**config.mk**
```make
export PLATFORM = sky130hd
export DESIGN_NAME = twm_master
export DESIGN_NICKNAME = d
export VERILOG_FILES = /design/src/hdl/twm_pkg.sv /design/src/hdl/twm_sync.sv /design/src/hdl/twm_timeout.sv /design/src/hdl/twm_master.sv
export SDC_FILE = /design/constraint.sdc
export NUM_CORES = 1
export LEC_CHECK = 0
export ABC_AREA = 0
export BUFFER_PORTS_ARGS = -buffer_cell sky130_fd_sc_hd__buf_2
export CELL_PAD_IN_SITES_DETAIL_PLACEMENT = 0
export CELL_PAD_IN_SITES_GLOBAL_PLACEMENT = 2
export CORE_ASPECT_RATIO = 1.25
export CORE_MARGIN = 1.5
export CORE_UTILIZATION = 40
export DETAILED_ROUTE_END_ITERATION = 10
export GPL_ROUTABILITY_DRIVEN = 0
export PLACE_DENSITY_LB_ADDON = 0.05
export SLEW_MARGIN = 0
export SYNTH_ARGS = -nofsm -noshare
export SYNTH_HDL_FRONTEND = slang
export SYNTH_SLANG_ARGS = --single-unit
```
**constraint.sdc**
```tcl
create_clock -name sys_clk -period 5.7 [get_ports sys_clk]
set_input_delay 0 -clock sys_clk [delete_from_list [all_inputs] [get_ports sys_clk]]
set_output_delay 0 -clock sys_clk [all_outputs]
set_load 0.1 [all_outputs]
```
**src/hdl/twm_pkg.sv**
```systemverilog
// Constants and types shared by the two-wire master control block
package twm_pkg;
	// ------------------------------------------------
	// Register offsets and reset value
	// ------------------------------------------------
	localparam logic [3:0] OFF_DBG = 4'h2;
	localparam logic [3:0] OFF_CTLA = 4'h3;
	localparam logic [3:0] OFF_CTLB = 4'h4;
	localparam logic [3:0] OFF_STAT = 4'h5;
	localparam logic [3:0] OFF_BAUD = 4'h6;
	localparam logic [3:0] OFF_ADDR = 4'h7;
	localparam logic [3:0] OFF_DATA = 4'h8;
	localparam logic [7:0] REG_RST = 8'h00;

	// ------------------------------------------------
	// Field positions
	// ------------------------------------------------
	localparam int DB_RUN = 0;
	localparam int CA_EN = 0;
	localparam int CA_SMART = 1;
	localparam int CA_TOUT = 2;
	localparam int CA_QUICK = 4;
	localparam int CA_WRITE_IRQ_ENABLE = 6;
	localparam int CA_READ_IRQ_ENABLE = 7;
	localparam int CB_CMD = 0;
	localparam int CB_ACK = 2;
	localparam int CB_FLUSH = 3;
	localparam int SB_ARB = 3;
	localparam int SB_WIF = 6;
	localparam int SB_RIF = 7;

	// ------------------------------------------------
	// Codes
	// ------------------------------------------------
	localparam logic [1:0] CMD_RESERVED = 2'h0;
	localparam logic [1:0] CMD_RESTART = 2'h1;
	localparam logic [1:0] CMD_XFER = 2'h2;
	localparam logic [1:0] CMD_STOP = 2'h3;
	localparam logic [1:0] LS_UNKNOWN = 2'h0;
	localparam logic [1:0] LS_IDLE = 2'h1;
	localparam logic [1:0] LS_OWNER = 2'h2;
	localparam logic [1:0] LS_BUSY = 2'h3;
	localparam logic [1:0] TOUT_OFF = 2'h0;
	localparam logic ACK_NACK = 1'b1;

	// ------------------------------------------------
	// Timing
	// ------------------------------------------------
	localparam int CLK_HZ = 100_000_000;
	localparam int CYC_PER_US = CLK_HZ / 1_000_000;
	localparam int TOUT1_US = 50;
	localparam int TOUT2_US = 100;
	localparam int TOUT3_US = 200;
	localparam int TOUT1_CYC = TOUT1_US * CYC_PER_US;
	localparam int TOUT2_CYC = TOUT2_US * CYC_PER_US;
	localparam int TOUT3_CYC = TOUT3_US * CYC_PER_US;
	localparam int TOUT_W = 16;
	localparam int HALF_MIN_CYC = 5;

	// ------------------------------------------------
	// Types
	// ------------------------------------------------
	typedef enum logic [2:0] {
		S_IDLE = 3'b000, S_START = 3'b001, S_LOW = 3'b011, S_HIGH = 3'b010,
		S_HOLD = 3'b110, S_STOP = 3'b111, S_RSTART = 3'b101
	} twm_state_e;
	typedef enum logic [1:0] {M_TX = 2'h0, M_RX = 2'h1, M_ACK = 2'h2} twm_mode_e;
	typedef enum logic [1:0] {
		OP_NONE = 2'h0, OP_READ = 2'h1, OP_RESTART = 2'h2, OP_STOP = 2'h3
	} twm_op_e;
endpackage

```
**src/hdl/twm_sync.sv**
```systemverilog
`timescale 1ns/10ps
// Two-flop synchroniser for the bus lines
module twm_sync #(
	parameter int W = 2
) (
	input wire logic sys_clk,
	input wire logic rst_n,
	input wire logic [W-1:0] async_in,
	output logic [W-1:0] sync_out
);
	logic [W-1:0] meta_r;

	// -----------------------------
	// Stages; idle bus reads high
	// -----------------------------
	always_ff @(posedge sys_clk) begin
		if (!rst_n) begin
			meta_r <= '1;
			sync_out <= '1;
		end else begin
			meta_r <= async_in;
			sync_out <= meta_r;
		end
	end
endmodule

```
**src/hdl/twm_timeout.sv**
```systemverilog
`timescale 1ns/10ps
// Inactive bus supervisor: counts quiet cycles, pulses on expiry
module twm_timeout
	import twm_pkg::*;
#(
	parameter int C1 = TOUT1_CYC,
	parameter int C2 = TOUT2_CYC,
	parameter int C3 = TOUT3_CYC
) (
	input wire logic sys_clk,
	input wire logic rst_n,
	input wire logic run,
	input wire logic [1:0] sel,
	input wire logic activity,
	output logic expire
);
	// Counter must hold the longest period
	if (C1 >= (1 << TOUT_W) || C2 >= (1 << TOUT_W) || C3 >= (1 << TOUT_W) ||
		C1 < 1 || C2 < 1 || C3 < 1) begin : g_chk
		$error("twm_timeout: period out of range");
	end

	logic [TOUT_W-1:0] cnt_r;
	wire [TOUT_W-1:0] limit = (sel == 2'h1) ? TOUT_W'(C1) :
		(sel == 2'h2) ? TOUT_W'(C2) : TOUT_W'(C3);
	wire armed = run && (sel != TOUT_OFF) && !activity;
	wire hit = armed && (cnt_r == limit);

	// -----------------------------
	// Quiet counter, restarts on any edge
	// -----------------------------
	always_ff @(posedge sys_clk) begin
		if (!rst_n) begin
			cnt_r <= '0;
			expire <= 1'b0;
		end else begin
			cnt_r <= (armed && !hit) ? cnt_r + 1'b1 : '0;
			expire <= hit;
		end
	end
endmodule

```
**src/hdl/twm_master.sv**
```systemverilog
`timescale 1ns/10ps
// Register front end and bit engine of the two-wire master

module twm_master
	import twm_pkg::*;
#(
	parameter int TOUT1_CYC_P = TOUT1_CYC,
	parameter int TOUT2_CYC_P = TOUT2_CYC,
	parameter int TOUT3_CYC_P = TOUT3_CYC
) (
	input wire logic sys_clk,
	input wire logic rst_n,
	input wire logic [3:0] reg_addr,
	input wire logic [7:0] reg_wdata,
	input wire logic reg_wr,
	input wire logic reg_rd,
	output logic [7:0] reg_rdata,
	input wire logic cpu_halted,
	input wire logic global_irq_en,
	input wire logic scl_in,
	output logic scl_out,
	output logic scl_oe,
	input wire logic sda_in,
	output logic sda_out,
	output logic sda_oe,
	output logic read_irq,
	output logic write_irq
);
	// ------------------------------------------------
	// Helpers
	// ------------------------------------------------
	function automatic logic hit(input logic [3:0] a, input logic [3:0] off);
		hit = (a == off);
	endfunction

	// Next state once an ack bit or a command has been dealt with
	function automatic twm_state_e go(input twm_op_e op);
		case (op)
			OP_READ: go = S_LOW;
			OP_RESTART: go = S_RSTART;
			OP_STOP: go = S_STOP;
			default: go = S_HOLD;
		endcase
	endfunction

	// ------------------------------------------------
	// Storage
	// ------------------------------------------------
	logic [1:0] line_s;
	logic scl_p_r, sda_p_r;
	logic run_r, ack_r;
	logic [7:0] ctla_r, baud_r, addr_r;
	logic rd_flag_r, wr_flag_r, arb_r, received_ack_bit_r;
	logic [1:0] line_r, line_nxt;
	twm_state_e st_r, st_nxt;
	twm_mode_e mode_r, mode_nxt;
	twm_op_e op_r, op_nxt;
	logic [3:0] bit_r, bit_nxt;
	logic half_r, half_nxt;
	logic [7:0] sh_r, sh_nxt;
	logic aph_r, aph_nxt;
	logic ackp_r, ackp_nxt;
	logic received_ack_bit_nxt;
	logic sreq_r;
	logic [8:0] div_r;
	logic rd_set, wr_set, arb_set;
	logic sda_d_r;
	logic tout_exp;
	twm_op_e cmd_op;

	// ------------------------------------------------
	// Line inputs
	// ------------------------------------------------
	twm_sync #(.W(2)) u_sync (
		.sys_clk(sys_clk),
		.rst_n(rst_n),
		.async_in({scl_in, sda_in}),
		.sync_out(line_s)
	);
	wire scl_s = line_s[1];
	wire sda_s = line_s[0];

	// ------------------------------------------------
	// Decode and qualified events
	// ------------------------------------------------
	// debug halt gate
	wire live = !(cpu_halted && !run_r);
	wire en = ctla_r[CA_EN];
	wire wr_dbg = reg_wr && hit(reg_addr, OFF_DBG);
	wire wr_ctla = reg_wr && hit(reg_addr, OFF_CTLA);
	wire wr_ctlb = reg_wr && hit(reg_addr, OFF_CTLB);
	wire wr_stat = reg_wr && hit(reg_addr, OFF_STAT);
	wire wr_baud = reg_wr && hit(reg_addr, OFF_BAUD);
	wire wr_addr = reg_wr && hit(reg_addr, OFF_ADDR);
	wire wr_data = reg_wr && hit(reg_addr, OFF_DATA);
	wire rd_data = reg_rd && hit(reg_addr, OFF_DATA);
	wire in_hold = (st_r == S_HOLD);
	wire dir_rd = addr_r[0];
	// one-cycle flush strobe, write 0 ignored
	wire flush = wr_ctlb && live && reg_wdata[CB_FLUSH];
	wire kill = !en || flush || tout_exp;
	// command field write is a strobe
	wire [1:0] cmd = reg_wdata[CB_CMD +: 2];
	wire do_cmd = wr_ctlb && live && en && in_hold && (cmd != CMD_RESERVED);
	wire do_addr = wr_addr && live && en;
	// data write never takes the ack path
	wire do_wdata = wr_data && live && en && in_hold;
	// smart mode acts on a data read
	wire do_smart = rd_data && live && en && in_hold && ctla_r[CA_SMART] && ackp_r;
	// shared clear sources for the done flags
	wire clr_any = live && (wr_addr || wr_data || rd_data || wr_ctlb);
	wire rd_clr = clr_any || (wr_stat && reg_wdata[SB_RIF]);
	wire wr_clr = clr_any || (wr_stat && reg_wdata[SB_WIF]);
	wire arb_clr = clr_any || (wr_stat && reg_wdata[SB_ARB]);

	// ------------------------------------------------
	// Bit timing
	// ------------------------------------------------
	// Clock held off while a slave stretches the high phase
	wire [8:0] half_c = 9'(HALF_MIN_CYC) + {1'b0, baud_r};
	wire stall = (st_r == S_IDLE) || in_hold || ((st_r == S_HIGH) && !scl_s);
	wire tick = !stall && (div_r >= half_c);
	wire tx_bit = (mode_r == M_TX) && !bit_r[3];
	wire drv_low = tx_bit ? !sh_r[7] : ((mode_r == M_ACK) && !ack_r);
	wire tx_one = (tx_bit && sh_r[7]) || ((mode_r == M_ACK) && ack_r);

	// ------------------------------------------------
	// Command decoding
	// ------------------------------------------------
	// restart or stop follow the ack; code 2 by direction
	always_comb begin
		case (cmd)
			CMD_RESTART: cmd_op = OP_RESTART;
			CMD_STOP: cmd_op = OP_STOP;
			default: cmd_op = dir_rd ? OP_READ : OP_NONE;
		endcase
	end

	// ------------------------------------------------
	// Engine next state
	// ------------------------------------------------
	always_comb begin
		st_nxt = st_r;
		mode_nxt = mode_r;
		op_nxt = op_r;
		bit_nxt = bit_r;
		half_nxt = half_r;
		sh_nxt = sh_r;
		aph_nxt = aph_r;
		ackp_nxt = ackp_r;
		received_ack_bit_nxt = received_ack_bit_r;
		rd_set = 1'b0;
		wr_set = 1'b0;
		arb_set = 1'b0;
		case (st_r)
			S_IDLE: begin
				if (sreq_r && line_r == LS_IDLE) begin
					st_nxt = S_START;
				end
			end
			S_START: begin
				if (tick) begin
					st_nxt = S_LOW;
					sh_nxt = addr_r;
					mode_nxt = M_TX;
					bit_nxt = 4'h0;
					aph_nxt = 1'b1;
				end
			end
			S_LOW: begin
				if (tick) begin
					st_nxt = S_HIGH;
				end
			end
			S_HIGH: begin
				if (tick && tx_one && !sda_s) begin
					// Lost arbitration: a transmitted byte still reports as done with the
					// write flag despite the loss; a lost ack bit sets no write flag
					arb_set = 1'b1;
					wr_set = (mode_r == M_TX);
					st_nxt = S_IDLE;
					ackp_nxt = 1'b0;
				end else if (tick) begin
					case (mode_r)
						M_TX: begin
							if (!bit_r[3]) begin
								sh_nxt = {sh_r[6:0], sda_s};
								bit_nxt = bit_r + 4'h1;
								st_nxt = S_LOW;
							end else begin
								received_ack_bit_nxt = sda_s;
								aph_nxt = 1'b0;
								if (aph_r && !sda_s && dir_rd && !ctla_r[CA_QUICK]) begin
									mode_nxt = M_RX;
									bit_nxt = 4'h0;
									st_nxt = S_LOW;
								end else begin
									rd_set = aph_r && !sda_s && dir_rd;
									wr_set = !(aph_r && !sda_s && dir_rd);
									st_nxt = S_HOLD;
								end
							end
						end
						M_RX: begin
							sh_nxt = {sh_r[6:0], sda_s};
							if (bit_r == 4'h7) begin
								rd_set = 1'b1;
								ackp_nxt = 1'b1;
								st_nxt = S_HOLD;
							end else begin
								bit_nxt = bit_r + 4'h1;
								st_nxt = S_LOW;
							end
						end
						default: begin
							ackp_nxt = 1'b0;
							st_nxt = go(op_r);
							mode_nxt = M_RX;
							bit_nxt = 4'h0;
						end
					endcase
				end
			end
			S_RSTART, S_STOP: begin
				if (tick) begin
					half_nxt = !half_r;
					if (half_r) begin
						st_nxt = (st_r == S_STOP) ? S_IDLE : S_START;
					end
				end
			end
			S_HOLD: begin
				if (do_addr) begin
					st_nxt = S_RSTART;
					half_nxt = 1'b0;
					ackp_nxt = 1'b0;
				end else if (do_wdata) begin
					// transmit straight away, no ack bit
					// a pending byte write starts here
					sh_nxt = reg_wdata;
					mode_nxt = M_TX;
					bit_nxt = 4'h0;
					aph_nxt = 1'b0;
					st_nxt = S_LOW;
				end else if (do_smart) begin
					// send the stored choice, read on if ACK
					mode_nxt = M_ACK;
					bit_nxt = 4'h8;
					op_nxt = (ack_r == ACK_NACK) ? OP_NONE : OP_READ;
					st_nxt = S_LOW;
				end else if (do_cmd && ackp_r) begin
					// ack action on command, new choice used
					mode_nxt = M_ACK;
					bit_nxt = 4'h8;
					op_nxt = cmd_op;
					st_nxt = S_LOW;
				end else if (do_cmd) begin
					// write direction waits for a data write
					st_nxt = go(cmd_op);
					half_nxt = 1'b0;
					mode_nxt = M_RX;
					bit_nxt = 4'h0;
				end
			end
			default: st_nxt = S_IDLE;
		endcase
	end

	// ------------------------------------------------
	// Engine registers
	// ------------------------------------------------
	// frozen while halted unless the run bit is set; dropped on disable, flush or time-out
	always_ff @(posedge sys_clk) begin
		if (!rst_n || kill) begin
			st_r <= S_IDLE;
			mode_r <= M_TX;
			op_r <= OP_NONE;
			bit_r <= 4'h0;
			half_r <= 1'b0;
			aph_r <= 1'b0;
			ackp_r <= 1'b0;
			div_r <= 9'h000;
		end else if (live) begin
			st_r <= st_nxt;
			mode_r <= mode_nxt;
			op_r <= op_nxt;
			bit_r <= bit_nxt;
			half_r <= half_nxt;
			aph_r <= aph_nxt;
			ackp_r <= ackp_nxt;
			div_r <= (stall || tick) ? 9'h000 : div_r + 9'h001;
		end
	end

	// Shift data survives a flush so software can still read it
	always_ff @(posedge sys_clk) begin
		if (!rst_n) begin
			sh_r <= REG_RST;
			received_ack_bit_r <= 1'b0;
		end else if (live) begin
			sh_r <= sh_nxt;
			received_ack_bit_r <= received_ack_bit_nxt;
		end
	end

	// Start request waits for an idle line
	always_ff @(posedge sys_clk) begin
		if (!rst_n || kill) begin
			sreq_r <= 1'b0;
		end else if (do_addr && !in_hold) begin
			sreq_r <= 1'b1;
		end else if (st_r == S_START) begin
			sreq_r <= 1'b0;
		end
	end

	// ------------------------------------------------
	// Line drivers
	// ------------------------------------------------
	// Data line lags the clock by a cycle for hold time
	wire scl_c = (st_r == S_LOW) || in_hold ||
		(((st_r == S_RSTART) || (st_r == S_STOP)) && !half_r);
	wire sda_c = (st_r == S_START) || (st_r == S_STOP) ||
		(((st_r == S_LOW) || (st_r == S_HIGH)) && drv_low);

	always_ff @(posedge sys_clk) begin
		if (!rst_n) begin
			scl_oe <= 1'b0;
			sda_d_r <= 1'b0;
			sda_oe <= 1'b0;
		end else begin
			scl_oe <= scl_c;
			sda_d_r <= sda_c;
			sda_oe <= sda_d_r;
		end
	end
	assign scl_out = 1'b0;
	assign sda_out = 1'b0;

	// ------------------------------------------------
	// Line state monitor
	// ------------------------------------------------
	wire start_seen = scl_s && scl_p_r && sda_p_r && !sda_s;
	wire stop_seen = scl_s && scl_p_r && !sda_p_r && sda_s;
	wire activity = (scl_s != scl_p_r) || (sda_s != sda_p_r);

	always_comb begin
		line_nxt = line_r;
		if (!en) begin
			line_nxt = LS_UNKNOWN;
		end else if (flush || tout_exp) begin
			line_nxt = LS_IDLE;
		end else if (arb_set) begin
			line_nxt = LS_BUSY;
		end else if (st_r == S_START) begin
			line_nxt = LS_OWNER;
		end else if (stop_seen) begin
			line_nxt = LS_IDLE;
		end else if (start_seen) begin
			line_nxt = LS_BUSY;
		end else if (wr_stat && reg_wdata[1:0] == LS_IDLE) begin
			line_nxt = LS_IDLE;
		end
	end

	always_ff @(posedge sys_clk) begin
		if (!rst_n) begin
			scl_p_r <= 1'b1;
			sda_p_r <= 1'b1;
			line_r <= LS_UNKNOWN;
		end else begin
			scl_p_r <= scl_s;
			sda_p_r <= sda_s;
			line_r <= line_nxt;
		end
	end

	// period selected by the time-out field
	twm_timeout #(
		.C1(TOUT1_CYC_P),
		.C2(TOUT2_CYC_P),
		.C3(TOUT3_CYC_P)
	) u_tout (
		.sys_clk(sys_clk),
		.rst_n(rst_n),
		.run(en && live && line_r != LS_IDLE),
		.sel(ctla_r[CA_TOUT +: 2]),
		.activity(activity),
		.expire(tout_exp)
	);

	// ------------------------------------------------
	// Software registers
	// ------------------------------------------------
	always_ff @(posedge sys_clk) begin
		if (!rst_n) begin
			run_r <= 1'b0;
			ctla_r <= REG_RST;
			ack_r <= 1'b0;
			baud_r <= REG_RST;
			addr_r <= REG_RST;
		end else begin
			run_r <= wr_dbg ? reg_wdata[DB_RUN] : run_r;
			ctla_r <= wr_ctla ? (reg_wdata & 8'hDF) : ctla_r;
			ack_r <= wr_ctlb ? reg_wdata[CB_ACK] : ack_r;
			baud_r <= wr_baud ? reg_wdata : baud_r;
			addr_r <= wr_addr ? reg_wdata : addr_r;
		end
	end

	// Status flags: a set in the clearing cycle wins
	// read, write and arbitration flag set and clear
	always_ff @(posedge sys_clk) begin
		if (!rst_n) begin
			rd_flag_r <= 1'b0;
			wr_flag_r <= 1'b0;
			arb_r <= 1'b0;
		end else begin
			rd_flag_r <= (rd_set && live) || (rd_flag_r && !rd_clr);
			wr_flag_r <= (wr_set && live) || (wr_flag_r && !wr_clr);
			arb_r <= (arb_set && live) || (arb_r && !arb_clr);
		end
	end

	// ------------------------------------------------
	// Read back and interrupt requests
	// ------------------------------------------------
	// command and flush bits read as zero
	wire [7:0] stat_v = {rd_flag_r, wr_flag_r, in_hold, received_ack_bit_r, arb_r, 1'b0, line_r};
	wire [7:0] rd_mux =
		hit(reg_addr, OFF_DBG) ? {7'h00, run_r} :
		hit(reg_addr, OFF_CTLA) ? ctla_r :
		hit(reg_addr, OFF_CTLB) ? {5'h00, ack_r, 2'h0} :
		hit(reg_addr, OFF_STAT) ? stat_v :
		hit(reg_addr, OFF_BAUD) ? baud_r :
		hit(reg_addr, OFF_ADDR) ? addr_r :
		hit(reg_addr, OFF_DATA) ? sh_r : 8'h00;

	always_ff @(posedge sys_clk) begin
		if (!rst_n) begin
			reg_rdata <= REG_RST;
		end else begin
			reg_rdata <= reg_rd ? rd_mux : REG_RST;
		end
	end

	// read request gated by both enables
	assign read_irq = rd_flag_r && ctla_r[CA_READ_IRQ_ENABLE] && global_irq_en;
	// write request gated by both enables
	assign write_irq = wr_flag_r && ctla_r[CA_WRITE_IRQ_ENABLE] && global_irq_en;
endmodule

```
==> qor.txt, run 1 <==
Status - complete, but fails checks
Failing checks - negative hold slack
Simple-gate portion of the synthesized area - 26.3%
Vias/cell - 5.59
Sequential fraction of the synthesis area - 36.3%
Count of pins over their slew limit - 0
Final wirelength - 14.9 mm
Maximum clock insertion buffer count - 2
First DRT Iteration DRCs - 280
Post-DP HPWL - 10.9 mm
Synth top area share - 36.3%
Clock root buffer - clkbuf_16
Die area - 14100 um^2
Post-synthesis cell type count - 69
PostCTS Resize Cnt - 0
IO Pins - 34
Hold Slack - -0.00126 ns
Worst-margin pin slew - 1.06 ns
Top post-synthesis cells by area - dfxtp_1 (36%), nand2_1 (4.8%), nor2_1 (4.5%), ha_1 (4.2%), a21boi_0 (3.8%)
Avg Synthesized Cell Area - 8.24 um^2
Clk sink count - 97
I/O Buffers - 31
Inst Count DP - 818
CP Data Arrival Time - 3.42 ns
Tcrit/Tclk final - 55.2%
Final setup viols - 0
Clock Skews - 0.00959 ns
Area delta synth->final - 10.8%
Synth Area in Adders - 4.21%
Post-synthesis mux area share - 3.37%
Vias in the first global route - 4610
Setup Fix Bufs, Post-CTS - 0
Setup_tns - 0 ns
Final ANT Viol Nets - 0
Slew HR - 29.0%
Cts hold-fix bufs - 7
Max-cap violations - 0
Top delay family on crit path - compound AO/OA/AOI/OAI gates
Asr flop ratio synth - 0%
Yosys warnings - 0
Buf/Inv on CP - 0
CTS H-tree lvls - 3
Die Ht - 132 um
P per Cell Area - 231 nW/um^2
Routed len/inst - 17.7 um
Drt pass-1 iters - 4
Row Count - 47
Post-synth EDFFs - 0
Clk_lat worst skew - 0.35 ns
Worst EP required - 5.97 ns
Core ar. - 13200 um^2
Hold WC Path Type - primary input to flop
FMAX - 318 MHz
Endpoint type of the worst setup path - flop
Final #Nets - 703
Startpoint Class - flop
Leakage - 1.98 nW
N_diodes - 0
Slowest cell delay on critical path - 0.65 ns
Tmin final - 3.15 ns
Crit path kind - flop to flop
First-pass GRT wire length - 25.0 mm
Initial antenna violation count - 0
Worst VDD drop - 0.000114 V
Hold Vio Cnt, Final - 1
Gr usage total - 22.6%
Worst-path cell with the longest stage delay - a31oi_2
Largest net degree at the start of global routing - 51
Post-synth top area cell - dfxtp_1
Num CTS Buffers - 9
Synth Area in XOR/XNOR - 4.75%
Largest family of logic cells by synthesized area - simple AND/OR/NAND/NOR gates
Post-Syn Area - 5350 um^2
Yosys reg bits - 97
CP max FO - 16
Compound-gate portion of the synthesized area - 20.5%
Fin cells - 841
Vias - 4701
Main synth FF type - dfxtp_1
Starting density of the core - 40.6%
Overflow left after global routing - 0
Syn Inst Count - 649
Clk slew on worst S/H paths - 0.07 ns
RSZ-0062 raised after global routing - false
Share of layout cells above drive strength 1 - 9.10%
CP cell instances - ha_1 -> o21ai_0 -> xor2_1 -> ha_1 -> a21oi_1 -> o21ai_0 -> a41oi_1 -> nand2_1 -> a31oi_2 -> nand2_1 -> a21boi_0
Die Wd - 106 um
CTS tree - yes
DRC viols - 0
-- path summary, 6_finish.rpt --
| path | depth (start not counted) | from | slack, ns | end |
|---|---|---|---|---|
| max | 11 | baud_r[0] | 2.55 | sh_r[4] |
| min | 3 | reg_wdata[6] | -0.001 | ctla_r[6] |
| max reg2reg | 11 | baud_r[0] | 2.55 | sh_r[4] |
| min reg2reg | 1 | u_sync.meta_r[1] | 0.41 | u_sync.sync_out[1] |
-- cells in the mapped netlist, types with 14 or more instances --
library cell / instances
o21ai_0: 22
nand2b_1: 14
inv_1: 16
mux2i_1: 18
dfxtp_1: 97
nand3_1: 37
nand2_1: 69
nor2_1: 64
ha_1: 18
a21boi_0: 27
nor2b_1: 21
clkbuf_1: 25
a21oi_1: 36
xor2_1: 20
-- routing by layer --
metal | global-route usage, % | part of all wire [%]
met2 | 36.0 | 47
met4 | 7.06 | 1.5
met1 | 31.7 | 49
met3 | 2.82 | 2.9
met5 | 0 | 0
-- cells in the final DEF, fill, tap and decap left out, types with 3 or more instances in the layout --
| cell | instances |
|---|---|
| nor3_1 | 13 |
| o21ai_0 | 22 |
| a22oi_1 | 11 |
| a211o_1 | 10 |
| a211oi_1 | 6 |
| nor2b_1 | 21 |
| inv_1 | 16 |
| ha_1 | 18 |
| a31oi_1 | 9 |
| nand2b_1 | 14 |
| dlygate4sd3_1 | 7 |
| dfxtp_1 | 97 |
| nor3b_1 | 3 |
| nor2_1 | 64 |
| and3_1 | 13 |
| or3_1 | 5 |
| buf_2 | 31 |
| o22ai_1 | 4 |
| nand4_1 | 7 |
| nand2_1 | 69 |
| a21oi_1 | 36 |
| a21boi_0 | 27 |
| buf_4 | 3 |
| clkbuf_16 | 9 |
| and2_1 | 3 |
| xnor2_1 | 9 |
| nor4_1 | 5 |
| xor2_1 | 20 |
| mux2i_1 | 18 |
| a222oi_1 | 5 |
| nand3_1 | 37 |
-- worst reg2reg max path, delay by kind of cell (launching register included) --
kind                     cells  cell delay (ns)
flip-flops                   1             0.36
AND/OR/NAND/NOR              2             0.36
XOR/XNOR                     1             0.18
AO/OA/AOI/OAI                6             1.66
adder cells (fa/ha/maj)      2             0.52
-- cells by family after synthesis --
kind of cell	count (synthesis)
adders and majority gates	18
buffers and inverters	54
DFF	97
other	1
AOI/OAI and AO/OA	158
muxes	18
xor gates and xnor gates	29
and+or+nand+nor	274
-- metrics by stage --
| stage | power (mW) | hold slack, ns | utilization [%] | setup slack, ns | cell area, um^2 |
|---|---|---|---|---|---|
| 2_1_floorplan | 0.747 | 0.101 | - | 3.12 | 5350 |
| 3_3_place_gp | 0.769 | 0.181 | 42.2 | 2.67 | 5560 |
| 3_5_place_dp | 0.770 | 0.192 | 42.2 | 2.57 | 5560 |
| 4_1_cts | 1.38 | 0.00471 | 45.0 | 2.55 | 5920 |
| 5_1_grt | 1.42 | 0.0208 | 45.0 | 2.14 | 5920 |
| 6_report | 1.37 | -0.00126 | 45.0 | 2.55 | 5920 |
-- power by group --
group | total, mW | leakage (nW) | internal [mW] | switching [mW]
combinational | 0.0716 | 1.06 | 0.0238 | 0.0479
clock | 0.608 | 0.139 | 0.340 | 0.268
sequential | 0.686 | 0.783 | 0.681 | 0.00499
total | 1.37 | 1.98 | 1.05 | 0.321
-- flip-flops by register name (all words and copies together), names as in the netlist, 2 cells and up --
| register | count |
|---|---|
| addr_r | 8 |
| baud_r | 8 |
| bit_r | 4 |
| ctla_r | 7 |
| div_r | 9 |
| line_r | 2 |
| mode_r | 2 |
| op_r | 2 |
| reg_rdata | 8 |
| sh_r | 8 |
| st_r | 3 |
| u_sync.meta_r | 2 |
| u_sync.sync_out | 2 |
| u_tout.cnt_r | 16 |
-- area by class of cell --
type	instances	area, um^2
fill	1388	7250
multi-input combinational	499	3170
sequential	97	1940
timing repair buffer	41	248
clock buffer	11	233
tap	171	214
inverter	17	63.8
clock inverter	5	56.3
No activity file was read; power rests on OpenSTA's default activity.
==> run 2, diff against run 1 <==
--- a/config.mk
+++ b/config.mk
@@ -5,13 +5,13 @@
 export SDC_FILE = /design/constraint.sdc
 export NUM_CORES = 1
 export LEC_CHECK = 0
-export ABC_AREA = 0
+export ABC_AREA = 1
 export BUFFER_PORTS_ARGS = -buffer_cell sky130_fd_sc_hd__buf_2
 export CELL_PAD_IN_SITES_DETAIL_PLACEMENT = 0
 export CELL_PAD_IN_SITES_GLOBAL_PLACEMENT = 2
 export CORE_ASPECT_RATIO = 1.25
 export CORE_MARGIN = 1.5
-export CORE_UTILIZATION = 40
+export CORE_UTILIZATION = 34
 export DETAILED_ROUTE_END_ITERATION = 10
 export GPL_ROUTABILITY_DRIVEN = 0
 export PLACE_DENSITY_LB_ADDON = 0.05
==> constraint.sdc (replaced) <==
create_clock -name sys_clk -period 3.3 [get_ports sys_clk]
set_input_delay 0 -clock sys_clk [delete_from_list [all_inputs] [get_ports sys_clk]]
set_output_delay 0 -clock sys_clk [all_outputs]
set_load 0.1 [all_outputs]
==> run 2 against run 1 <==
- the flow now finishes without violations
- via count grew 17%
- non-clock buffer count grew 6
- cell area grew 6.4%
- register-to-register slack lost 2.2 ns
- clock power grew 83%
- maximum frequency grew 6.2%
- clock-buffer cell count is the same
- cell count grew 28%
- routed wire length grew 20%
- synthesized cell count grew 27%
- largest cell class unchanged
- largest power group unchanged
- synthesized area grew 3.4%
- sequential cell count is the same
==> qor.txt, run 2 <==
Num CTS Buffers - 9 (unchanged)
Reg2reg end - sh_r[5]
Worst-path cell with the longest stage delay - dfxtp_1
IO Pins - 34 (unchanged)
P per Cell Area - 388 nW/um^2 (+68%)
Largest net degree at the start of global routing - 20 (-61%)
CTS H-tree lvls - 3 (unchanged)
Fin cells - 1080 (+28%)
First DRT Iteration DRCs - 457 (+63%)
Slowest cell delay on critical path - 0.33 ns (-0.32 ns)
Slew HR - 47.0% (+18 points)
Sequential fraction of the synthesis area - 35.1% (-1.2 points)
Max FFs per register - 16 (unchanged)
Inst Count DP - 1056 (+29%)
Endpoint type of the worst setup path - flop
Share of layout cells above drive strength 1 - 10.0% (+0.92 points)
Maximum clock insertion buffer count - 2 (unchanged)
Main synth FF type - dfxtp_1
Area delta synth->final - 14.0%
Clock Skews - 0.00492 ns (-0.00467 ns)
Most frequent cells in the layout - nand2_1 (159), nor2_1 (121), inv_1 (104)
CP cell instances - inv_1 -> o21ai_1 -> nand3_1 -> nor3_1 -> xor2_1 -> inv_1 -> ha_1 -> nand2_1 -> nor2_1 -> nand2_1 -> nand4_1 -> nand2_4 -> nand2_1 -> inv_2 -> nor2_4 -> inv_2 -> nor2_8 -> nor2_1 -> nor2_1
Routed len/inst - 16.5 um (-6.5%)
Worst-margin pin slew - 0.790 ns (-0.271 ns)
Asr flop ratio synth - 0% (unchanged)
Hold WC Path Type - primary input to flop
Starting density of the core - 35.1% (-5.5 points)
Clk slew on worst S/H paths - 0.07 ns (about the same)
Final wirelength - 17.9 mm (+20%)
Crit path kind - flop to flop
Avg Synthesized Cell Area - 6.70 um^2 (-19%)
FMAX - 338 MHz (+6.2%)
CP Data Arrival Time - 3.25 ns (-0.17 ns)
Top post-synthesis cells by area - dfxtp_1 (35%), nand2_1 (11%), nor2_1 (8.2%), inv_1 (7.1%), a21oi_1 (6.9%)
Post-synthesis cell type count - 45 (-35%)
Worst EP required - 3.59 ns (-2.38 ns)
Overflow left after global routing - 0 (unchanged)
Leakage - 2.47 nW (+25%)
Vias in the first global route - 5271 (+14%)
Final ANT Viol Nets - 0 (unchanged)
Die Ht - 146 um (+10%)
Placed Area - 5920 um^2 (+6.3%)
Area occupied by multi-input gates - 3060 um^2 (-3.4%)
Syn Inst Count - 825 (+27%)
Worst R2R Setup Slack - 0.34 ns (-2.22 ns)
Clk_lat worst skew - 0.36 ns (about the same)
First-pass GRT wire length - 28.0 mm (+12%)
Status - completed
Reg2Reg Launch Point - baud_r[0]
Reg2Reg Depth - 19 (+8)
Vias/cell - 5.10 (-8.8%)
Post-Syn Area - 5530 um^2 (+3.4%)
Post-DP HPWL - 14.0 mm (+28%)
Register area - 1940 um^2 (unchanged)
Synth top area share - 35.1% (-1.2 points)
Yosys reg bits - 97 (unchanged)
N_diodes - 0 (unchanged)
CP max FO - 9 (-7)
Highest routing layer actually used - met4
Initial antenna violation count - 0 (unchanged)
Core ar. - 15800 um^2 (+20%)
Die Wd - 117 um (+10%)
Final instance area - 6300 um^2 (+6.4%)
Post-synth EDFFs - 0 (unchanged)
Synth cell count leaders - nand2_1 (159), nor2_1 (121), inv_1 (104)
Worst setup path end - sh_r[5]
RSZ-0062 raised after global routing - false
Tcrit/Tclk final - 89.8% (+35 points)
Layout fillers - 1755 (+26%)
Clock root buffer - clkbuf_16
Final setup viols - 0 (unchanged)
Wire length on met1 - 7.45 mm (+3.0%)
Reg with most FFs - u_tout.cnt_r
Post-synth top area cell - dfxtp_1
Vias - 5508 (+17%)
Final #Nets - 901 (+28%)
Worst VDD drop - 0.000181 V (+59%)
Clk sink count - 97 (unchanged)
Die area - 17000 um^2 (+21%)
Drt pass-1 iters - 5 (+1)
CTS tree - yes
Cell with the most instances after synthesis - nand2_1
I/O Buffers - 31 (unchanged)
Row Count - 51 (+8.5%)
DRC viols - 0 (unchanged)
Count of pins over their slew limit - 0 (unchanged)
Startpoint Class - flop
Top Registers - u_tout.cnt_r x16, div_r x9
CP startpoint - baud_r[0]
Met3 wire len - 598 um (+37%)
Commonest non-fill, non-tap cell in the layout - nand2_1
Yosys warnings - 0 (unchanged)
Hold Path Origin - reg_wdata[0]
Hold Vio Cnt, Final - 0 (-1)
Max-cap violations - 0 (unchanged)
Pwr Total - 2.44 mW (+79%)
Tmin final - 2.96 ns (-0.183 ns)
Gr usage total - 21.9% (-0.70 points)
Met2 routed WL - 9.28 mm (+33%)
Setup_tns - 0 ns (unchanged)
==> run 2: changes by cell type in the layout (fill, tap and decap cells not counted), sizes merged, moves of 26 or more <==
cell / previous run / this run
a21boi: 28 / 0
a21oi: 36 / 78
inv: 17 / 114
nand2: 69 / 164
nor2: 64 / 128
o21ai: 23 / 49
==> run 2: cell families after synthesis <==
| family | Yosys count | synth area share, % |
|---|---|---|
| AND/OR/NAND/NOR | 399 | 32.6 |
| AO/OA/AOI/OAI | 160 | 16.2 |
| buffers and inverters | 135 | 9.53 |
| flip-flops | 97 | 35.1 |
| adder cells (fa/ha/maj) | 18 | 4.08 |
| XOR/XNOR | 15 | 2.38 |
| other | 1 | 0.0679 |
==> run 2: layout make-up <==
| class | count | share of cell area, % |
|---|---|---|
| multi-input combinational | 594 | 48.6 |
| sequential | 97 | 30.8 |
| inverter | 114 | 6.87 |
| timing repair buffer | 47 | 4.69 |
| tap | 212 | 4.21 |
| clock buffer | 11 | 3.85 |
| clock inverter | 5 | 0.973 |
==> run 2: worst min path at each step <==
| stage | to | slack, ns | cells past startpoint |
|---|---|---|---|
| after floorplan | u_sync.meta_r[0] | 0.11 | 1 |
| after global placement | u_sync.meta_r[0] | 0.19 | 2 |
| after detailed placement | u_sync.meta_r[0] | 0.19 | 2 |
| after CTS | ctla_r[0] | 0.004 | 3 |
| after global routing | ctla_r[0] | 0.03 | 3 |
| final | ctla_r[0] | 0.02 | 3 |
==> run 2: worst max-delay path, delay by kind of cell, from the launching register on <==
family | cells | cell delay (ns)
buf+inv | 4 | 0.30
flops | 1 | 0.33
compound gates | 1 | 0.21
xor+xnor | 1 | 0.16
fa+ha+maj | 1 | 0.26
simple gates | 12 | 1.65
==> run 2: per-layer routing <==
| metal | vias to the layer above | track usage (%) |
|---|---|---|
| met5 | - | 0 |
| met4 | 0 | 8.55 |
| met3 | 37 | 3.29 |
| met2 | 139 | 39.7 |
| met1 | 2544 | 25.2 |
| li1 | 2788 | - |
==> run 2: where the power goes <==
| group | leakage (nW) | total, mW | switching (mW) | internal, mW |
|---|---|---|---|---|
| registers | 0.783 | 1.19 | 0.00788 | 1.18 |
| clock network | 0.151 | 1.11 | 0.492 | 0.615 |
| logic | 1.54 | 0.148 | 0.105 | 0.0437 |
| total | 2.47 | 2.44 | 0.604 | 1.84 |
==> run 2: repair_timing <==
item | 4_1_cts | 5_1_grt
gates resized for setup | 0 | 1
endpoints found under the setup margin | 0 | 22
hold buffers | 8 | 0
buffers inserted | 0 | 0
hold endpoints to repair | 10 | 0
==> run 2: per-stage QoR <==
stage          setup slack [ns]  hold WS (ns)  utilization (%)
2_1_floorplan             0.624         0.107                -
3_3_place_gp              0.344         0.188             37.5
3_5_place_dp              0.234         0.193             37.5
4_1_cts                   0.212       0.00433             40.0
5_1_grt                 0.00447        0.0270             40.0
6_report                  0.338        0.0217             40.0
